<file path="config.mk">
export PLATFORM = sky130hd
export DESIGN_NAME = adcreg_top
export DESIGN_NICKNAME = d
export VERILOG_FILES = /design/src/verilog/adcreg_pkg.sv /design/src/verilog/adcreg_top.sv
export SDC_FILE = /design/constraint.sdc
export NUM_CORES = 1
export LEC_CHECK = 0
export BUFFER_PORTS_ARGS = -buffer_cell sky130_fd_sc_hd__clkbuf_2
export CORE_MARGIN = 1
export CORE_UTILIZATION = 47
export DETAILED_ROUTE_END_ITERATION = 16
export HOLD_SLACK_MARGIN = 0.1
export PLACE_DENSITY = 0.77
export SYNTH_ARGS = -nofsm -noshare
export SYNTH_HDL_FRONTEND = slang
export SYNTH_SLANG_ARGS = --single-unit
</file>
<file path="constraint.sdc">
create_clock -name CLK_I -period 3 [get_ports CLK_I]
set_clock_uncertainty 0.1 [all_clocks]
set_input_delay 0.9 -clock CLK_I [delete_from_list [all_inputs] [get_ports CLK_I]]
set_output_delay 0.9 -clock CLK_I [all_outputs]
set_load 0.01 [all_outputs]
</file>
<file path="src/verilog/adcreg_pkg.sv">
// Purpose: constants for the converter control and status register block
// Assumes: AHB-Lite word registers, 40 MHz system clock
// Notes:   offsets are byte addresses of aligned words
package adcreg_pkg;
	localparam logic [7:0] OFF_CTRL   = 8'h00;
	localparam logic [7:0] OFF_CFG    = 8'h04;
	localparam logic [7:0] OFF_RES_HI = 8'h08;
	localparam logic [7:0] OFF_RES_LO = 8'h0c;
	localparam logic [7:0] OFF_ISTAT  = 8'h10;
	localparam logic [7:0] OFF_IMASK  = 8'h14;
	// control/status field positions
	localparam int CTRL_START = 7;
	localparam int CTRL_BUSY  = 6;
	localparam int CTRL_PD    = 5;
	localparam int CTRL_JUST  = 4;
	// config field positions
	localparam int CFG_INTREF = 7;
	localparam int CFG_BGEN   = 6;
	localparam int CFG_REFSEL = 4;
	// writable bit masks, unimplemented bits stay zero
	localparam logic [7:0] CTRL_WMASK = 8'hb3;
	localparam logic [7:0] CFG_WMASK  = 8'hd7;
	// reset values: busy=1, power-down=1
	localparam logic [7:0] CTRL_RST   = 8'h60;
	localparam logic [7:0] CFG_RST    = 8'h00;
	localparam logic [2:0] CLK_UNDEF  = 3'h7;
	localparam int         CONV_CLKS  = 16;
endpackage

</file>
<file path="src/verilog/adcreg_top.sv">
// Purpose: control/status registers of a 12-bit converter, AHB-Lite slave
// Assumes: single clock, synchronous active-high reset, word transfers
// Notes:   one wait-free data phase; reads of the status register clear the interrupt status
//
// Design decisions made here: the AHB-Lite interface to the registers and the address map.
`timescale 1ns/100ps
// Functional notes
// - busy flag reads high throughout a running conversion
// - power-down bit at 0 keeps converter powered and running
// - power-down bit at 1 removes bias and stops conversion activity
// - internal-ref select 0 routes external input chosen by two-bit channel field
// - busy flag clears by itself when a conversion finishes
// - justify bit selects result placement; unused bits read zero
// - three-bit clock field divides system clock; code 111 undefined
module adcreg_top #(
	parameter int CONV_CYCLES = adcreg_pkg::CONV_CLKS
) (
	// clock and reset
	input  wire logic        CLK_I,
	input  wire logic        SRST_I,
	// ahb-lite slave
	input  wire logic        HSEL_I,
	input  wire logic [7:0]  HADDR_I,
	input  wire logic [1:0]  HTRANS_I,
	input  wire logic        HWRITE_I,
	input  wire logic [2:0]  HSIZE_I,
	input  wire logic [31:0] HWDATA_I,
	input  wire logic        HREADY_I,
	output logic      [31:0] HRDATA_O,
	output logic             HREADYOUT_O,
	output logic             HRESP_O,
	// converter core
	input  wire logic [11:0] CONV_DATA_I,
	output logic             CONV_POWER_EN_O,
	output logic      [3:0]  INPUT_SEL_O,
	output logic             INTERNAL_REF_SEL_O,
	output logic             BANDGAP_EN_O,
	output logic             REF_SOURCE_SEL_O,
	output logic             CONV_CLK_EN_O,
	// interrupt
	output logic             IRQ_O
);
	import adcreg_pkg::*;

	if (CONV_CYCLES < 1 || CONV_CYCLES > 65535) begin : g_bad_cycles
		$error("CONV_CYCLES out of range");
	end

	typedef enum logic [1:0] {
		ADCR_IDLE  = 2'b00,
		ADCR_ARMED = 2'b01,
		ADCR_RUN   = 2'b10
	} adcr_state_t;

	logic [7:0]  ctrl_reg, ctrl_next;
	logic [7:0]  cfg_reg, cfg_next;
	logic [11:0] result_reg, result_next;
	logic        istat_reg, istat_next;
	logic        imask_reg, imask_next;
	adcr_state_t st_reg, st_next;
	logic [15:0] cnt_reg, cnt_next;
	logic [5:0]  div_reg, div_next;
	logic        dwr_reg, dwr_next;
	logic        drd_reg, drd_next;
	logic [7:0]  daddr_reg, daddr_next;
	logic [31:0] rdata_reg, rdata_next;
	logic        addr_ok;
	logic [5:0]  div_max;
	logic        tick;
	logic        done;
	logic        start_wr;

	assign addr_ok = HSEL_I && HREADY_I && HTRANS_I[1];

	// converter clock divisor: 1,2,4,8,16,32,64; undefined code holds still
	always_comb begin
		unique case (cfg_reg[2:0])
			3'h0:    div_max = 6'h00;
			3'h1:    div_max = 6'h01;
			3'h2:    div_max = 6'h03;
			3'h3:    div_max = 6'h07;
			3'h4:    div_max = 6'h0f;
			3'h5:    div_max = 6'h1f;
			3'h6:    div_max = 6'h3f;
			default: div_max = 6'h3f;
		endcase
	end
	assign tick = (div_reg == div_max) && (cfg_reg[2:0] != CLK_UNDEF) && !ctrl_reg[CTRL_PD];
	// a restart written in the last tick wins over completion
	assign start_wr = dwr_reg && (daddr_reg == OFF_CTRL) && HWDATA_I[CTRL_START];
	assign done = (st_reg == ADCR_RUN) && tick && !start_wr
		&& (cnt_reg == 16'(CONV_CYCLES - 1));

	always_comb begin
		ctrl_next   = ctrl_reg;
		cfg_next    = cfg_reg;
		result_next = result_reg;
		istat_next  = istat_reg;
		imask_next  = imask_reg;
		st_next     = st_reg;
		cnt_next    = cnt_reg;
		div_next    = (div_reg == div_max) ? 6'h00 : div_reg + 6'h01;
		dwr_next    = addr_ok && HWRITE_I;
		drd_next    = addr_ok && !HWRITE_I;
		daddr_next  = addr_ok ? HADDR_I : daddr_reg;
		rdata_next  = 32'h0;
		if (dwr_reg) begin
			unique case (daddr_reg)
				OFF_CTRL:  ctrl_next = (HWDATA_I[7:0] & CTRL_WMASK)
					| (ctrl_reg & ~CTRL_WMASK);
				OFF_CFG:   cfg_next = HWDATA_I[7:0] & CFG_WMASK;
				OFF_IMASK: imask_next = HWDATA_I[0];
				default:   ;
			endcase
		end
		// start: rising edge resets, falling edge launches
		unique case (st_reg)
			ADCR_IDLE: if (ctrl_next[CTRL_START] && !ctrl_reg[CTRL_START]) begin
				st_next = ADCR_ARMED;
				ctrl_next[CTRL_BUSY] = 1'b1;
			end
			ADCR_ARMED: if (!ctrl_next[CTRL_START]) begin
				st_next  = ADCR_RUN;
				cnt_next = 16'h0;
			end
			ADCR_RUN: begin
				ctrl_next[CTRL_BUSY] = 1'b1;
				if (ctrl_next[CTRL_START]) begin
					st_next = ADCR_ARMED;
				end else if (done) begin
					st_next = ADCR_IDLE;
					ctrl_next[CTRL_BUSY] = 1'b0;
					result_next = CONV_DATA_I;
				end else if (tick) begin
					cnt_next = cnt_reg + 16'h1;
				end
			end
			default: st_next = ADCR_IDLE;
		endcase
		// set wins over read-clear
		if (drd_reg && daddr_reg == OFF_ISTAT)
			istat_next = 1'b0;
		if (done)
			istat_next = 1'b1;
		// read data registered at the address phase from the updated state
		if (addr_ok && !HWRITE_I) begin
			unique case (HADDR_I)
				OFF_CTRL:   rdata_next = {24'h0, ctrl_next};
				OFF_CFG:    rdata_next = {24'h0, cfg_next};
				OFF_RES_HI: rdata_next = {24'h0, ctrl_next[CTRL_JUST] ? {4'h0,
					result_next[11:8]} : result_next[11:4]};
				OFF_RES_LO: rdata_next = {24'h0, ctrl_next[CTRL_JUST] ? result_next[7:0]
					: {result_next[3:0], 4'h0}};
				OFF_ISTAT:  rdata_next = {31'h0, istat_next};
				OFF_IMASK:  rdata_next = {31'h0, imask_next};
				default:    rdata_next = 32'h0;
			endcase
		end
	end

	always_ff @(posedge CLK_I) begin
		if (SRST_I) begin
			ctrl_reg   <= CTRL_RST;
			cfg_reg    <= CFG_RST;
			result_reg <= 12'h0;
			istat_reg  <= 1'b0;
			imask_reg  <= 1'b0;
			st_reg     <= ADCR_IDLE;
			cnt_reg    <= 16'h0;
			div_reg    <= 6'h00;
			dwr_reg    <= 1'b0;
			drd_reg    <= 1'b0;
			daddr_reg  <= 8'h00;
			rdata_reg  <= 32'h0;
		end else begin
			ctrl_reg   <= ctrl_next;
			cfg_reg    <= cfg_next;
			result_reg <= result_next;
			istat_reg  <= istat_next;
			imask_reg  <= imask_next;
			st_reg     <= st_next;
			cnt_reg    <= cnt_next;
			div_reg    <= div_next;
			dwr_reg    <= dwr_next;
			drd_reg    <= drd_next;
			daddr_reg  <= daddr_next;
			rdata_reg  <= rdata_next;
		end
	end

	assign HRDATA_O           = rdata_reg;
	assign HREADYOUT_O        = 1'b1;
	assign HRESP_O            = 1'b0;
	assign CONV_POWER_EN_O    = !ctrl_reg[CTRL_PD];
	assign CONV_CLK_EN_O      = tick && (st_reg == ADCR_RUN);
	assign INTERNAL_REF_SEL_O = cfg_reg[CFG_INTREF];
	assign INPUT_SEL_O        = cfg_reg[CFG_INTREF] ? 4'h0
		: 4'(4'h1 << ctrl_reg[1:0]);
	assign BANDGAP_EN_O       = cfg_reg[CFG_BGEN];
	assign REF_SOURCE_SEL_O   = cfg_reg[CFG_REFSEL];
	assign IRQ_O              = istat_reg && imask_reg;
endmodule // adcreg_top

</file>
==> results of run 1 <==
repair_timing:
item	4_1_cts	5_1_grt
buffers inserted	6	7
endpoints found under the setup margin	4	8
hold endpoints to repair	0	0
pin swaps	6	6
resized for setup	15	38
cloned	0	1
critical path: stages, from the launching register on:
cell     delay (ns)
dfxtp_2        0.34
buf_4          0.14
ha_2           0.19
buf_6          0.13
or3_4          0.39
a22o_4         0.24
nor3_4         0.16
buf_2          0.17
routing by layer:
layer | part of all wire [%] | global-route usage, %
met4 | 1.5 | 6.78
met1 | 43 | 28.5
met5 | 0 | 0
met3 | 7.8 | 4.71
met2 | 48 | 33.9
area by class of cell:
| cell class | instances | area, sq um | share of cell area (%) |
|---|---|---|---|
| flip-flops and latches | 70 | 1410 | 30.6 |
| repair buffers | 95 | 649 | 14.1 |
| well taps | 99 | 124 | 2.69 |
| inverters | 6 | 22.5 | 0.488 |
| clock buffers | 10 | 128 | 2.77 |
| clock inverters | 6 | 72.6 | 1.57 |
| multi-input cells | 306 | 2210 | 47.8 |
power by group:
| part | switching [W] | internal, W |
|---|---|---|
| registers | 0.00000507 | 0.000933 |
| clock network | 0.000385 | 0.000390 |
| logic | 0.0000666 | 0.0000364 |
cells in the mapped netlist, types with 4 or more instances:
cell and number:
a21oi_1 14, and3_1 8, and3b_1 4, and4_1 4
buf_4 27, clkbuf_1 10, dfxtp_1 70, ha_1 5
inv_1 6, mux2i_1 21, nand2_1 32, nand3_1 23
nand4_1 9, nor2_1 61, nor3_1 9, nor3b_1 4
o22ai_1 9, xor2_1 18
layout by cell type, fill, tap and decap left out, types with 5 or more instances in the layout:
cell type and count:
a21oi_1 14, and3_1 8, buf_4 37, buf_6 5, clkbuf_2 49, clkbuf_8 9, conb_1 26, dfxtp_1 66
mux2i_1 10, mux2i_4 8, nand2_1 31, nand3_1 23, nand4_1 9, nor2_1 61, nor3_1 8, o22ai_1 7
xor2_1 18
logic make-up after synthesis:
group / Yosys count
buffers and inverters: 46
and+or+nand+nor: 180
other: 2
xor gates and xnor gates: 20
AOI/OAI and AO/OA: 49
muxes: 26
DFF: 70
adders and majority gates: 5
stage by stage:
step,setup WS (ns),std cells,area [sq um]
finish,-0.114,592,4610
detailed placement,-0.0654,562,4020
floorplan,0.000894,422,3670
CTS,-0.0911,584,4330
global route,-0.172,592,4610
global placement,-0.0319,562,4020
path summary, 6_finish.rpt:
path | start | endpoint | slack, ns | depth (start not counted)
setup / recovery | cfg_reg[1] | CONV_CLK_EN_O | -0.11 | 7
hold / removal | istat_reg | istat_reg | 0.38 | 2
setup reg to reg | cfg_reg[1] | HRDATA_O[6] | 0.01 | 10
hold reg to reg | istat_reg | istat_reg | 0.38 | 2
==> out/qor.csv, run 1 <==
stage;metric;value;unit
pwr;leakage power;1.93;nW
floorplan;num rows;31;
floorplan;Die ar.;7950;sq um
clocking;CTS buffer count;9;
sta;setup TNS;-0.114;ns
critical_path;crit start category;register;
logic_synthesis;synthesized instance count;398;
clocking;clock latency on the worst-skew pair;0.36;ns
logic_synthesis;sequential share of the synthesized area;39.2;%
critical_path;Crit. End Element;output pin;
logic_synthesis;multiplexer area fraction after synthesis;9.35;%
sta;Hold Worst Slack;0.379;ns
critical_path;Worst Path Class, Setup;reg -> out;
logic_synthesis;Yosys top cell by area;dfxtp_1;
final_layout;share of layout cells above drive strength 1;33.1;%
placement;input/output buffers;50;
placement;DP HPWL;5.69;mm
logic_synthesis;Synth warnings;0;
final_layout;fillcell total;576;
routing;routed vias;3185;
routing;TritonRoute pass-1 iters;4;
logic_synthesis;fraction of registers with async set/reset;0;%
logic_synthesis;Post-Synth Simple-Gate Area;26.2;%
floorplan;DIE HEIGHT;89.2;microns
sta;RSZ-0062 raised after global routing;true;
logic_synthesis;largest family of logic cells by synthesized area;simple AND/OR/NAND/NOR gates;
final_layout;n_diodes;0;
routing;Final ANT Viol Nets;0;
logic_synthesis;xor and xnor area share after synthesis;4.90;%
floorplan;Die W;89.2;microns
final_layout;nets;555;
global_route;GR Overflow Total;0;
pwr;Power, Total;0.00182;W
logic_synthesis;FF+latch count, synth;70;
logic_synthesis;Compound-Gate Fraction of Synth Area;10.4;%
final_layout;Layout area overhead;29.1;%
sta;Hold Vio Cnt, Final;0;
placement;Routability Congestion;0.847;
clocking;Clock Tree Buf Depth;2;
status;failing checks;setup timing;
sta;final setup vio count;1;
pwr;Max rail drop VDD;341;uV
global_route;largest net degree at the start of global routing;44;
clocking;Hold-fix buffers, CTS;0;
critical_path;CP max FO;7;
logic_synthesis;Post-synth EDFFs;0;
clocking;htree depth;3;
clocking;CTS tree;yes;
clocking;CTS root buf;clkbuf_8;
pwr;PD cells;394;nW/um^2
final_layout;Largest register FFs;16;
floorplan;Initial Util;49.0;%
logic_synthesis;Synth area leaders;dfxtp_1 (39%), nor2_1 (6.4%), mux2i_1 (5.9%);
critical_path;Arr. time, crit path;2.11;ns
routing;Routed wire per std cell;14.8;microns
sta;Final Max Tran Viols;0;
logic_synthesis;Synth Area in Adders;1.75;%
logic_synthesis;Synth Area per Inst;8.98;sq um
routing;vias per inst;5.38;
logic_synthesis;Synth Cell Area;3570;sq um
sta;Setup WS post-layout;-0.114;ns
global_route;all-layer global routing usage;21.2;%
status;status;complete, but fails checks;
sta;minimum clock period after layout;3.11;ns
global_route;initial antenna violation count;0;
clocking;clock sink total;70;
logic_synthesis;Synth top area share;39.2;%
global_route;vias in the first global route;2696;
min_path;HP Class;reg -> reg;
routing;Post-Route WL;8.79;mm
critical_path;Worst Path Required;2.00;ns
global_route;first-pass GRT wire length;12.6;mm
routing;initial DRC count;302;
logic_synthesis;ys flop type;dfxtp_1;
run;Max-cap violations;0;
routing;DRC;0;
sta;FMAX;321;MHz
floorplan;I/O pin cnt;106;
logic_synthesis;Netlist cell types;61;
floorplan;total core area;7290;sq um
sta;Final Cycle Share;104;%
final_layout;final core utilization;63.2;%
clocking;Reg clk slew, reported paths;0.08;ns
No activity file was read; power rests on OpenSTA's default activity.
==> run 2: changes to the inputs <==
- PLACE_DENSITY: 0.77 -> not set
- PLACE_DENSITY_LB_ADDON: not set -> 0.05
- SLEW_MARGIN: not set -> 20
==> run 2 against run 1 <==
  * The run still ends with setup timing left
  * Critical path type unchanged
  * First-iteration DRC count down 64%
  * Combinational power fell by 5%
  * Critical path depth down 1
  * Register-to-register slack improved by 0.03 ns
  * Non-clock buffer count decreased by 6
  * Worst setup slack better by 0.025 ns
  * Routed wire length fell by 6.2%
  * Sequential share of layout area up 1.4 points
  * Fmax up 0.81%
  * Power is 0.56% lower
  * Global-route usage up 0.73 points
==> out/qor.csv, run 2 (same netlist as run 1, synthesis figures left out) <==
stage;metric;value;unit;change
min_path;hold-critical path depth;2;;unchanged
sta;Worst-Margin Slew;0.515;ns;
critical_path;crit start category;register;;
final_layout;most common cell after layout, fill and taps aside;dfxtp_1;;
critical_path;Crit. End Element;output pin;;
placement;Routability Congestion;0.782;;-7.7%
final_layout;Reg area;1410;sq um;-0.18%
sta;Hold Vio Cnt, Final;0;;unchanged
final_layout;share of layout cells above drive strength 1;28.8;%;-4.3 points
critical_path;Arr. time, crit path;2.09;ns;-0.02 ns
final_layout;nets;549;;-1.1%
routing;initial DRC count;110;;-64%
run;Max-cap violations;0;;unchanged
critical_path;Reg2Reg Launch Point;cfg_reg[2];;
sta;setup TNS;-0.0890;ns;+0.0251 ns
sta;FMAX;324;MHz;+0.81%
final_layout;Layout area overhead;23.1;%;
critical_path;CP max FO;5;;-2
placement;DP Cell Count;561;;-0.18%
critical_path;Crit path max-delay family;simple AND/OR/NAND/NOR gates;;
final_layout;n_diodes;0;;unchanged
pwr;PD cells;411;nW/um^2;+4.3%
clocking;CTS root buf;clkbuf_8;;
sta;Setup WS post-layout;-0.0890;ns;+0.0251 ns
sta;Final Max Tran Viols;0;;unchanged
final_layout;fillcell total;695;;+21%
final_layout;most frequent cells in the layout;dfxtp_1 (68), nor2_1 (61), clkbuf_2 (49);;
final_layout;post-layout instance area;4400;sq um;-4.6%
floorplan;Die ar.;7950;sq um;unchanged
min_path;hold endpoint;daddr_reg[7];;
global_route;first-pass GRT wire length;13.0;mm;+2.6%
clocking;clock sink total;70;;unchanged
routing;Post-Route WL;8.24;mm;-6.2%
clocking;CTS tree;yes;;
routing;vias per inst;5.24;;-2.5%
min_path;HP Class;reg -> reg;;
global_route;initial antenna violation count;0;;unchanged
floorplan;Initial Util;49.0;%;unchanged
clocking;htree depth;3;;unchanged
floorplan;DIE HEIGHT;89.2;microns;unchanged
floorplan;num rows;31;;unchanged
global_route;all-layer global routing usage;21.9;%;+0.73 points
placement;input/output buffers;50;;unchanged
sta;Final Cycle Share;103;%;-0.84 points
critical_path;Bufs and invs on worst path;2;;-1
final_layout;final core utilization;60.3;%;-2.9 points
sta;RSZ-0062 raised after global routing;true;;
floorplan;Die W;89.2;microns;unchanged
clocking;CTS buffer count;9;;unchanged
routing;routed vias;3068;;-3.7%
sta;Hold Worst Slack;0.375;ns;-0.00440 ns
final_layout;Multi-input gate area;2080;sq um;-5.9%
critical_path;max incr delay on CP;0.51;ns;+0.12 ns
final_layout;Largest register FFs;16;;unchanged
routing;DRC;0;;unchanged
critical_path;Worst Path Required;2.00;ns;about the same
routing;TritonRoute pass-1 iters;4;;unchanged
routing;Routed wire per std cell;14.1;microns;-5.1%
critical_path;Worst R2R End;HRDATA_O[7];;
critical_path;reg-to-reg slack, setup;0.04;ns;+0.03 ns
sta;minimum clock period after layout;3.09;ns;-0.0251 ns
placement;post-place instance area;4020;sq um;-0.19%
clocking;Clock Tree Buf Depth;2;;unchanged
critical_path;CP max-delay cell;or4_4;;
global_route;vias in the first global route;2774;;+2.9%
global_route;largest net degree at the start of global routing;44;;unchanged
pwr;Max rail drop VDD;289;uV;-15%
min_path;Hold Startpoint;daddr_reg[7];;
critical_path;worst r2r path cells;10;;unchanged
routing;Final ANT Viol Nets;0;;unchanged
floorplan;total core area;7290;sq um;unchanged
floorplan;I/O pin cnt;106;;unchanged
pwr;leakage power;1.88;nW;-2.8%
critical_path;Worst Path Class, Setup;reg -> out;;
sta;final setup vio count;1;;unchanged
sta;Slew headroom;65.6;%;
global_route;GR Overflow Total;0;;unchanged
status;status;complete, but fails checks;;
placement;DP HPWL;5.92;mm;+4.1%
critical_path;crit-path cells;inv_4, ha_4, or4_4, a22o_4, nor3_4, buf_2;;
clocking;Reg clk slew, reported paths;0.07;ns;about the same
clocking;clock latency on the worst-skew pair;0.35;ns;about the same
final_layout;Finished Layout Cells;585;;-1.2%
status;failing checks;setup timing;;
-- run 2: cell count changes in the layout (fill, tap and decap cells not counted), sizes merged --
cell	before	now
buf	45	40
clkbuf	60	59
clkinv	4	3
-- run 2: cell type report --
cell class	instances	area share, %
Clock buffer	10	3.13
Clock inverter	5	1.37
Inverter	6	0.569
Multi-Input combinational cell	306	47.2
Sequential cell	70	32.0
Tap cell	99	2.82
Timing Repair Buffer	89	12.9
-- run 2: repair_timing --
item                                    4_1_cts  5_1_grt
pin swaps                                     6        1
endpoints found under the setup margin        5        9
hold buffers                                  0        0
gates resized for setup                      11       14
buffers inserted                              7        2
gates cloned                                  0        0
-- run 2: report_power, final --
group | leakage [nW] | total [W] | internal (W) | switching (W)
clock network | 0.0983 | 0.000769 | 0.000403 | 0.000366
logic | 1.21 | 0.0000983 | 0.0000355 | 0.0000628
registers | 0.566 | 0.000938 | 0.000933 | 0.00000510
total | 1.88 | 0.00181 | 0.00137 | 0.000434
-- run 2: tightest hold or removal path: stages, from the launching register on --
cell     delay [ns]
dfxtp_1        0.32
nand2_1        0.05
a21oi_1        0.05
-- run 2: worst max-delay path by stage --
stage                start             to  slack [ns]  depth (start not counted)
2_1_floorplan   cfg_reg[2]    HRDATA_O[6]      0.0009                          7
3_3_place_gp    cfg_reg[2]  CONV_CLK_EN_O        -0.1                          6
3_5_place_dp   HWDATA_I[7]    HRDATA_O[7]       -0.08                          8
4_1_cts         cfg_reg[2]  CONV_CLK_EN_O       -0.10                          6
5_1_grt         cfg_reg[2]  CONV_CLK_EN_O       -0.16                          6
6_report        cfg_reg[2]  CONV_CLK_EN_O       -0.09                          6
-- run 2: metal layers --
metal / share of wire, % / global-route usage, % / vias to the layer above
met4: 1.1 / 5.92 / 0
met1: 44 / 26.6 / 1471
li1: - / - / 1530
met2: 50 / 37.5 / 58
met3: 4.1 / 6.83 / 9
met5: 0 / 0 / -
-- run 2: metrics by stage --
stage	power, W	setup slack, ns
after global routing	0.00188	-0.158
after CTS	0.00182	-0.104
after global placement	0.00106	-0.0974
after floorplan	0.00104	0.000894
after detailed placement	0.00106	-0.0842
final	0.00181	-0.0890
==> run 3: changes to the inputs <==
- ABC_AREA: not set -> 1
- CORE_UTILIZATION: 47 -> 48
==> run 3 against run 2 <==
  * The run now ends clean
  * First-iteration DRC count rose by 54%
  * Die area is 10% higher
  * Final cell count increased by 31%
  * Via count grew 24%
  * Sequential share of layout area down 1.3 points
  * Utilization decreased by 4.2 points
  * Sequential power hardly changed
  * Hold slack worse by 0.031 ns
  * Flip-flop and latch count is the same
  * Critical endpoint unchanged
==> out/qor.csv, run 3 <==
stage;metric;value;unit;change
status;status;complete, no violations;;
routing;DRC;0;;unchanged
placement;Routability Congestion;0.873;;+12%
final_layout;n_diodes;0;;unchanged
floorplan;DIE HEIGHT;93.7;microns;+5.1%
min_path;Hold Startpoint;cfg_reg[3];;
logic_synthesis;multiplexer area fraction after synthesis;0.744;%;-8.6 points
pwr;PD cells;437;nW/um^2;+6.4%
logic_synthesis;fraction of registers with async set/reset;0;%;unchanged
final_layout;Finished Layout Cells;769;;+31%
critical_path;CP max FO;5;;unchanged
clocking;CTS tree;yes;;
logic_synthesis;top-count cell post-synth;nand2_1;;
final_layout;Layout area overhead;13.5;%;
logic_synthesis;largest family of logic cells by synthesized area;simple AND/OR/NAND/NOR gates;;
placement;input/output buffers;50;;unchanged
logic_synthesis;Synth area leaders;dfxtp_1 (35%), nand2_1 (12%), nor2_1 (8.7%);;
routing;Post-Route WL;9.49;mm;+15%
clocking;CTS buffer count;9;;unchanged
clocking;htree depth;3;;unchanged
placement;DP Cell Count;752;;+34%
routing;vias per inst;4.95;;-5.5%
logic_synthesis;Synth warnings;0;;unchanged
critical_path;worst r2r path cells;15;;+5
routing;TritonRoute pass-1 iters;5;;+1
pwr;Power, Total;0.00200;W;+11%
global_route;first-pass GRT wire length;15.6;mm;+21%
global_route;vias in the first global route;3475;;+25%
logic_synthesis;xor and xnor area share after synthesis;1.52;%;-3.4 points
logic_synthesis;Compound-Gate Fraction of Synth Area;8.03;%;-2.3 points
critical_path;Crit. End Element;output pin;;
floorplan;I/O pin cnt;106;;unchanged
min_path;HP Class;reg -> reg;;
min_path;hold-critical path depth;2;;unchanged
sta;Final Max Tran Viols;0;;unchanged
critical_path;reg-to-reg slack, setup;0.54;ns;+0.50 ns
run;Max-cap violations;0;;unchanged
global_route;largest net degree at the start of global routing;38;;-14%
logic_synthesis;sequential share of the synthesized area;34.7;%;-4.5 points
logic_synthesis;Synth Area per Inst;6.66;sq um;-26%
floorplan;Die ar.;8780;sq um;+10%
critical_path;Worst R2R End;cnt_reg[4];;
clocking;clock latency on the worst-skew pair;0.34;ns;about the same
logic_synthesis;Commonest cells post-synth;nand2_1 (124), nor2_1 (94), inv_1 (79);;
global_route;GR Overflow Total;0;;unchanged
routing;routed vias;3810;;+24%
clocking;CTS root buf;clkbuf_8;;
placement;DP HPWL;7.02;mm;+19%
critical_path;Arr. time, crit path;1.91;ns;-0.18 ns
logic_synthesis;Post-Synth Simple-Gate Area;39.0;%;+13 points
logic_synthesis;Netlist cell types;40;;-34%
logic_synthesis;ys flop type;dfxtp_1;;
critical_path;Worst Path Required;2.00;ns;about the same
floorplan;num rows;33;;+6.5%
clocking;Reg clk slew, reported paths;0.07;ns;about the same
final_layout;nets;726;;+32%
sta;final setup vio count;0;;-1
logic_synthesis;Synth top area share;34.7;%;-4.5 points
floorplan;Die W;93.7;microns;+5.1%
clocking;Clock Tree Buf Depth;2;;unchanged
final_layout;share of layout cells above drive strength 1;16.4;%;-12 points
floorplan;Initial Util;49.4;%;+0.40 points
logic_synthesis;Synth Area in Adders;1.55;%;-0.20 points
logic_synthesis;synthesized instance count;606;;+52%
global_route;all-layer global routing usage;22.9;%;+0.99 points
logic_synthesis;Synth Cell Area;4040;sq um;+13%
min_path;hold endpoint;cfg_reg[3];;
logic_synthesis;FF+latch count, synth;70;;unchanged
final_layout;Largest register FFs;16;;unchanged
global_route;initial antenna violation count;0;;unchanged
final_layout;most common cell after layout, fill and taps aside;nand2_1;;
routing;Routed wire per std cell;12.3;microns;-12%
critical_path;Worst Path Class, Setup;reg -> out;;
routing;Final ANT Viol Nets;0;;unchanged
sta;Hold Vio Cnt, Final;0;;unchanged
final_layout;most frequent cells in the layout;nand2_1 (124), nor2_1 (93), inv_1 (78);;
clocking;clock sink total;70;;unchanged
sta;Final Cycle Share;96.9;%;-6.0 points
critical_path;Reg2Reg Launch Point;cfg_reg[1];;
critical_path;crit start category;register;;
pwr;Max rail drop VDD;230;uV;-20%
logic_synthesis;Post-synth EDFFs;0;;unchanged
logic_synthesis;Yosys top cell by area;dfxtp_1;;
routing;initial DRC count;169;;+54%
pwr;leakage power;2.10;nW;+12%
sta;FMAX;344;MHz;+6.2%
sta;minimum clock period after layout;2.91;ns;-0.181 ns
floorplan;total core area;8180;sq um;+12%
==> run 3: critical path, stage by stage (launching register included) <==
cell     delay (ns)
dfxtp_4        0.38
inv_2          0.07
ha_1           0.21
o21ai_1        0.11
nand2_1        0.08
inv_1          0.06
nand3_1        0.09
nor2_2         0.19
nand3_2        0.12
nor2_4         0.14
buf_6          0.12
==> run 3: cells by family after synthesis <==
logic type	Yosys count
fa+ha+maj	5
xor+xnor	7
buf+inv	122
other cells	2
compound gates	57
flops	70
mux	3
simple gates	340
==> run 3: repair_timing <==
action                     CTS  global route
pin swaps                    0             3
buffers inserted             0             1
gates resized for setup      3            11
setup endpoints to repair    1             1
hold buffers                 0             0
==> run 3: report_power, final <==
part | total [W] | internal, W | switching [W]
combinational | 0.000102 | 0.0000331 | 0.0000692
clock | 0.000961 | 0.000600 | 0.000361
sequential | 0.000940 | 0.000935 | 0.00000433
total | 0.00200 | 0.00157 | 0.000435
==> run 3: per-stage QoR <==
step	hold WS [ns]	area [sq um]	setup TNS, ns	worst slack, ns	util [%]
2_1_floorplan	0.320	4130	0	0.598	-
3_3_place_gp	0.327	4280	0	0.302	52.3
3_5_place_dp	0.331	4280	0	0.296	52.3
4_1_cts	0.344	4530	0	0.0201	55.4
5_1_grt	0.378	4580	-0.0257	-0.0257	56.1
6_report	0.344	4580	0	0.0917	56.1
==> run 3: layout make-up <==
| type | instances | area, sq um |
|---|---|---|
| well taps | 105 | 131 |
| clock buffers | 13 | 159 |
| fillers | 815 | 3590 |
| multi-input cells | 438 | 2190 |
| flip-flops and latches | 70 | 1410 |
| clock inverters | 3 | 90.1 |
| inverters | 86 | 325 |
| repair buffers | 54 | 287 |
==> run 3: how the worst max path moves through the flow <==
| stage | start | endpoint | slack, ns | cells past startpoint |
|---|---|---|---|---|
| floorplan | cfg_reg[2] | CONV_CLK_EN_O | 0.60 | 9 |
| global placement | cfg_reg[2] | CONV_CLK_EN_O | 0.30 | 10 |
| detailed placement | cfg_reg[2] | CONV_CLK_EN_O | 0.30 | 10 |
| CTS | cfg_reg[2] | CONV_CLK_EN_O | 0.02 | 10 |
| global route | cfg_reg[1] | CONV_CLK_EN_O | -0.03 | 11 |
| finish | cfg_reg[1] | CONV_CLK_EN_O | 0.09 | 10 |
==> run 3: per-layer routing <==
metal  up-vias  wire length, microns  GRT usage [%]  part of all wire (%)
met2        95                  4420           38.2                    47
met5         -                     0              0                     0
li1       1984                     -              -                     -
met1      1718                  4520           29.3                    48
met3        13                   417           3.80                   4.4
met4         0                   129           8.85                   1.4
